==> src/isc_defs.svh <==
// Purpose: constants for the interrupt status collector
// Assumes: 32-bit register port, byte offsets as printed
// Notes:   definitions only
`ifndef ISC_DEFS_SVH
`define ISC_DEFS_SVH
`define ISC_OFS_STATUS    12'h600
`define ISC_OFS_CONTROL   12'h604
`define ISC_STATUS_RESET  32'h0000_0C00
`define ISC_CONTROL_RESET 32'h0000_0000
// latched flags: 31..16, 15, 14, 12, 3..0
`define ISC_LATCH_MASK    32'hFFFF_D00F
// level flags: 13, 11, 10, 9, 8
`define ISC_LEVEL_MASK    32'h0000_2F00
// enable bits that software may write (13 is a mirror)
`define ISC_CTL_WR_MASK   32'hFFFF_DF00
`define ISC_BIT_MDP       5'd29
`define ISC_BIT_OPNE      5'd13
`define ISC_BIT_IPN       5'd12
`define ISC_BIT_IFE       5'd11
`define ISC_BIT_OFE       5'd10
`define ISC_BIT_IPF       5'd9
`define ISC_BIT_OFF       5'd8
`define ISC_SOFT_LSB      0
`define ISC_SOFT_W        4
`endif

==> src/isc_pkg.sv <==
// Purpose: types for the interrupt status collector
// Assumes: none
// Notes:   queue levels travel as one struct
package isc_pkg;
   typedef struct packed {
      logic outbound_post_not_empty;
      logic inbound_free_empty;
      logic outbound_free_empty;
      logic inbound_post_full;
      logic outbound_free_full;
   } isc_queue_t;
   typedef struct packed {
      logic        wr;
      logic        rd;
      logic [11:0] addr;
      logic [31:0] wdata;
   } isc_req_t;
endpackage : isc_pkg

==> src/isc_collector.sv <==
// Purpose: interrupt status register with enable control and mapped output
// Assumes: register port synchronous to mclk, events are one-cycle-or-longer levels
// Notes:   flags latch on the rising edge of each condition, the new-entry flag on its enabled level
// Operation
// bits 31..24 hold error-log, parity, config-status and four dma flags
// bits 23..16 hold mapped interrupt inputs and mailbox 3..0 flags
// bits 15..8 hold parity, power, and message-queue flags
// soft interrupt flags in bits 3..0; bits 7..4 reserved, read zero
// a latched flag sets when its condition becomes asserted
// latched flag stays set until one is written to it
// clearing a flag leaves the source unit's status bit untouched
// handler must also clear the source register separately
// master parity flag sets on source rise only when enabled
// queue level flags follow fifos regardless of enables
// new-entry flag sets only when enabled and an address is posted
// level flags are read only and mirror fifo state
// reset clears all flags except both free-empty flags, which set
// control register at 604 holds one enable per source bit
// writing one to a soft trigger sets its flag; trigger reads zero
// output asserts when any set flag has its enable on
`timescale 1ns/1ps
`default_nettype none
`include "isc_defs.svh"
module isc_collector
   import isc_pkg::*;
(
   input  wire logic        mclk,
   input  wire logic        rstn,
   input  wire isc_req_t    req,
   output logic [31:0]      rdata,
   input  wire logic [31:0] event_in,
   input  wire logic        post_new_entry,
   input  wire isc_queue_t  queue,
   input  wire logic        post_irq_mask_n,
   output logic             irq_out
);
   logic [31:0] flags_q, flags_d;
   logic [31:0] event_q, event_d;
   logic [31:0] ctl_q, ctl_d;
   logic [31:0] rdata_d;
   logic [31:0] rise, set_v, clr_v, lvl, status_v, ctl_view;
   logic        wr_stat, wr_ctl;
   logic        irq_d;

   function automatic logic [31:0] place_levels(input isc_queue_t q);
      logic [31:0] v;
      v = 32'h0000_0000;
      v[`ISC_BIT_OPNE] = q.outbound_post_not_empty;
      v[`ISC_BIT_IFE]  = q.inbound_free_empty;
      v[`ISC_BIT_OFE]  = q.outbound_free_empty;
      v[`ISC_BIT_IPF]  = q.inbound_post_full;
      v[`ISC_BIT_OFF]  = q.outbound_free_full;
      return v;
   endfunction : place_levels

   always_comb begin
      wr_stat = req.wr && (req.addr == `ISC_OFS_STATUS);
      wr_ctl  = req.wr && (req.addr == `ISC_OFS_CONTROL);
      rise    = event_in & ~event_q;
      set_v   = rise & `ISC_LATCH_MASK;
      set_v[`ISC_BIT_IPN] = post_new_entry & ctl_q[`ISC_BIT_IPN];
      set_v[`ISC_BIT_MDP] = rise[`ISC_BIT_MDP] & ctl_q[`ISC_BIT_MDP];
      if (wr_ctl) begin
         set_v[`ISC_SOFT_LSB +: `ISC_SOFT_W] = set_v[`ISC_SOFT_LSB +: `ISC_SOFT_W]
            | req.wdata[`ISC_SOFT_LSB +: `ISC_SOFT_W];
      end
      clr_v   = wr_stat ? (req.wdata & `ISC_LATCH_MASK) : 32'h0000_0000;
      // set wins over a clear in the same cycle; source bits never touched
      flags_d = (((flags_q & ~clr_v) | set_v) & `ISC_LATCH_MASK);
      event_d = event_in;
      ctl_d   = ctl_q;
      if (wr_ctl) begin
         ctl_d = req.wdata & `ISC_CTL_WR_MASK;
      end
      lvl      = place_levels(queue);
      status_v = flags_q | lvl;
      ctl_view = ctl_q;
      ctl_view[`ISC_BIT_OPNE] = ~post_irq_mask_n;
      // levels count too, masked by their enables
      irq_d    = |(status_v & ctl_view);
      rdata_d  = 32'h0000_0000;
      if (req.rd && req.addr == `ISC_OFS_STATUS) begin
         rdata_d = status_v;
      end else if (req.rd && req.addr == `ISC_OFS_CONTROL) begin
         rdata_d = ctl_view;
      end
   end

   always_ff @(posedge mclk or negedge rstn) begin
      if (!rstn) begin
         flags_q <= `ISC_STATUS_RESET & `ISC_LATCH_MASK;
         event_q <= 32'h0000_0000;
         ctl_q   <= `ISC_CONTROL_RESET;
         rdata   <= 32'h0000_0000;
         irq_out <= 1'b0;
      end else begin
         flags_q <= flags_d;
         event_q <= event_d;
         ctl_q   <= ctl_d;
         rdata   <= rdata_d;
         irq_out <= irq_d;
      end
   end
endmodule : isc_collector
`default_nettype wire

==> config.mk <==
export PLATFORM = sky130hd
export DESIGN_NAME = isc_collector
export DESIGN_NICKNAME = d
export VERILOG_FILES = /design/src/isc_pkg.sv /design/src/isc_collector.sv
export VERILOG_INCLUDE_DIRS = /design/src /design/src/src
export SDC_FILE = /design/constraint.sdc
export NUM_CORES = 1
export LEC_CHECK = 0
export ABC_AREA = 1
export BUFFER_PORTS_ARGS = -buffer_cell sky130_fd_sc_hd__clkbuf_2
export CELL_PAD_IN_SITES_DETAIL_PLACEMENT = 1
export CELL_PAD_IN_SITES_GLOBAL_PLACEMENT = 2
export CORE_AREA = 2 2 126 128
export CTS_CLUSTER_DIAMETER = 80
export CTS_CLUSTER_SIZE = 10
export DETAILED_ROUTE_END_ITERATION = 16
export DIE_AREA = 0 0 128 130
export PLACE_DENSITY_LB_ADDON = 0.1
export SLEW_MARGIN = 20
export SYNTH_ARGS = -nofsm -noshare
export SYNTH_HDL_FRONTEND = slang
export SYNTH_SLANG_ARGS = --single-unit
==> constraint.sdc <==
create_clock -name mclk -period 1 [get_ports mclk]
set_input_delay 0.3 -clock mclk [delete_from_list [all_inputs] [get_ports mclk]]
set_output_delay 0.3 -clock mclk [all_outputs]
set_load 0.1 [all_outputs]
==> flow_summary.yaml <==
global_route:
  grt_max_degree: 38
  grt_usage: 0.159
  antenna_found_initial: 0
  grt_pass1_vias: 3665
  grt_remaining_overflow: 0
  grt_pass1_wl_um: 19700
die:
  fp-row-count: 46
  initial_core_util: 0.263
  coreArea_um2: 15400
  fp.dieArea_um2: 16600
  fp.dieW_um: 128
  pin_count: 120
  die_h_um: 130
synthesis:
  yosysTopAreaCellShare: 0.598
  ys.flop_type: "dfrtp_1"
  synthArstFlopShare: 1.00
  synth.most_common_cell: "nand2_1"
  ys_types: 24
  synth_edf_count: 0
  synth.avg_cell_area_um2: 9.46
  synthesis.area_um2: 4060
  synth_top_area_cell: "dfrtp_1"
  synth-seq-cells: 97
  ys_top_cells_by_count: "nand2_1 (104), dfrtp_1 (97), inv_1 (83)"
  seq_area_frac_synth: 0.598
  synthTopCellsByArea: "dfrtp_1 (60%), nand2_1 (9.6%), inv_1 (7.7%), o21ai_1 (3.5%), nand4_1 (3.4%)"
  yosys_warnings: 0
  syn_inst: 429
cts:
  cts_buffers: 9
  clock-sinks: 97
  cts_tree: "built"
  clkTransAtPathRegs_ns: 0.07
  cts_root_buf: "clkbuf_16"
  clk_latency_ns: 0.35
  htreeDepth: 3
  cts_buffer_depth: 2
place:
  pre_cts_ws_ns: -0.533
  port_buffers: 100
  dpl.hpwl_um: 8480
  gp_congestion: 0.711
hold_path:
  min_to: "event_q[2]$_DFF_PN0_"
  hold_depth: 1
  hp-start: "event_in[2]"
  hp-class: "input port to flip-flop"
sta:
  fin_skew_ns: 0.00600
  setup_ws_ns: -0.260
  finalCritPeriodShare: 1.26
  min_period_ns: 1.26
  setup_viol: 104
  whs_ns: 0.0698
  fmax_ghz: 0.793
  rsz0062_at_grt: "true"
  tns_ns: -15.93
  hold_violations: 0
  slew_viol_final: 0
final_layout:
  area_growth_syn_to_layout_pct: 66.1
  final_nets: 675
  drive_gt1_frac: 0.503
  antenna_cells: 0
routing:
  vias: 3359
  wirelength_um: 12400
  wire_per_inst_um: 15.8
  drc: 0
  drt_iter0_markers: 107
  routed_via_density: 4.28
  ant_nets: 0
  first_pass_iters: 4
worst_setup_path:
  start_kind: "flip-flop"
  startpoint: "rdata[28]$_DFF_PN0_"
  cp.required_ns: 0.70
  reg2reg_to: "irq_out$_DFF_PN0_"
  path_cells: "buf_12"
  cp_num_buf_inv: 1
  critPathMaxStageDelay_ns: 0.44
  path_max_fanout: 1
  cp_slowest_cell: "dfrtp_2"
  cp-end-kind: "primary output"
  r2r_cells: 6
  arrival_ns: 0.96
  r2r_slack_ns: -0.03
  rr_startpoint: "flags_q[14]$_DFF_PN0_"
  cp_top_family: "flip-flops"
  crit_type: "flip-flop to primary output"
flow_run:
  drv_cap: 0
power_and_ir_drop:
  p_per_area_nw_per_um2: 1220
  vdd_ir_drop_max_mv: 0.722
  leakage_nw: 3.38
outcome:
  outcome: "finished with violations"
  violations: "setup timing"
[cell families after synthesis]
| group | count (synthesis) | synth area share |
|---|---|---|
| flops | 97 | 0.598 |
| compound gates | 76 | 0.115 |
| buf+inv | 101 | 0.106 |
| simple gates | 154 | 0.180 |
| other cells | 1 | 0.000924 |
[layer usage]
metal,share of wire,wire length [um],global-route usage
met1,0.45,5580,0.205
met2,0.50,6180,0.270
met3,0.030,366,0.0238
met4,0.020,244,0.0627
met5,0,0,0
[per-stage QoR]
step / total power, mW / std cells / area [um2] / utilization
4_1_cts: 8.30 / 784 / 6510 / 0.422
5_1_grt: 8.52 / 785 / 6740 / 0.437
2_1_floorplan: 4.28 / 432 / 4180 / -
3_5_place_dp: 4.64 / 749 / 5660 / 0.367
3_3_place_gp: 4.63 / 749 / 5660 / 0.367
6_report: 8.20 / 785 / 6740 / 0.437
[how the worst max path moves through the flow]
| stage | to | cells past startpoint |
|---|---|---|
| finish | rdata[28] | 1 |
| global route | rdata[28] | 1 |
| CTS | rdata[28] | 1 |
| detailed placement | rdata[27]$_DFF_PN0_ | 7 |
| global placement | rdata[27]$_DFF_PN0_ | 7 |
| floorplan | flags_q[21]$_DFF_PN0_ | 6 |
[report_power, final]
group	switching, mW	internal, mW
Sequential	0.0145	3.97
Clock	1.52	2.08
Combinational	0.382	0.231
[what timing repair did]
| item | CTS | global route |
|---|---|---|
| pin swaps | 25 | 22 |
| setup endpoints to repair | 99 | 104 |
| endpoints found under the hold margin | 3 | 0 |
| setup buffers | 13 | 3 |
| gates cloned | 6 | 0 |
| resized for setup | 94 | 53 |
| hold buffers | 1 | 0 |
[registers in the layout (all words and copies together) (netlist names)]
| register | cells |
|---|---|
| flags_q | 23 |
| rdata | 28 |
| event_q | 22 |
| irq_out | 1 |
| ctl_q | 23 |
[cell usage in the layout (no fill, tap or decap), types with 8 or more instances in the layout]
cell type / n
o21ai_2: 24
dfrtp_2: 29
buf_6: 11
nand2_4: 13
nand4_1: 22
nand2_1: 86
clkbuf_2: 68
inv_2: 8
nor2_4: 12
o21bai_4: 10
clkbuf_16: 9
inv_1: 75
buf_12: 43
buf_4: 29
o21ai_1: 22
dfrtp_1: 68
[worst reg2reg max path, stage by stage (launching register included)]
cell     delay (ns)
dfrtp_1        0.42
inv_2          0.08
o21ai_2        0.06
a21oi_1        0.11
nand2_1        0.09
nor2_2         0.10
nand2_1        0.06
[cell type report]
type / instances / area (um2)
fill: 1723 / 8690
sequential: 97 / 2460
clock inverter: 2 / 37.5
clock buffer: 14 / 264
multi-input combinational: 234 / 1640
tap: 192 / 240
timing repair buffer: 162 / 1780
inverter: 84 / 320
Power figures use the tool's default switching activity.
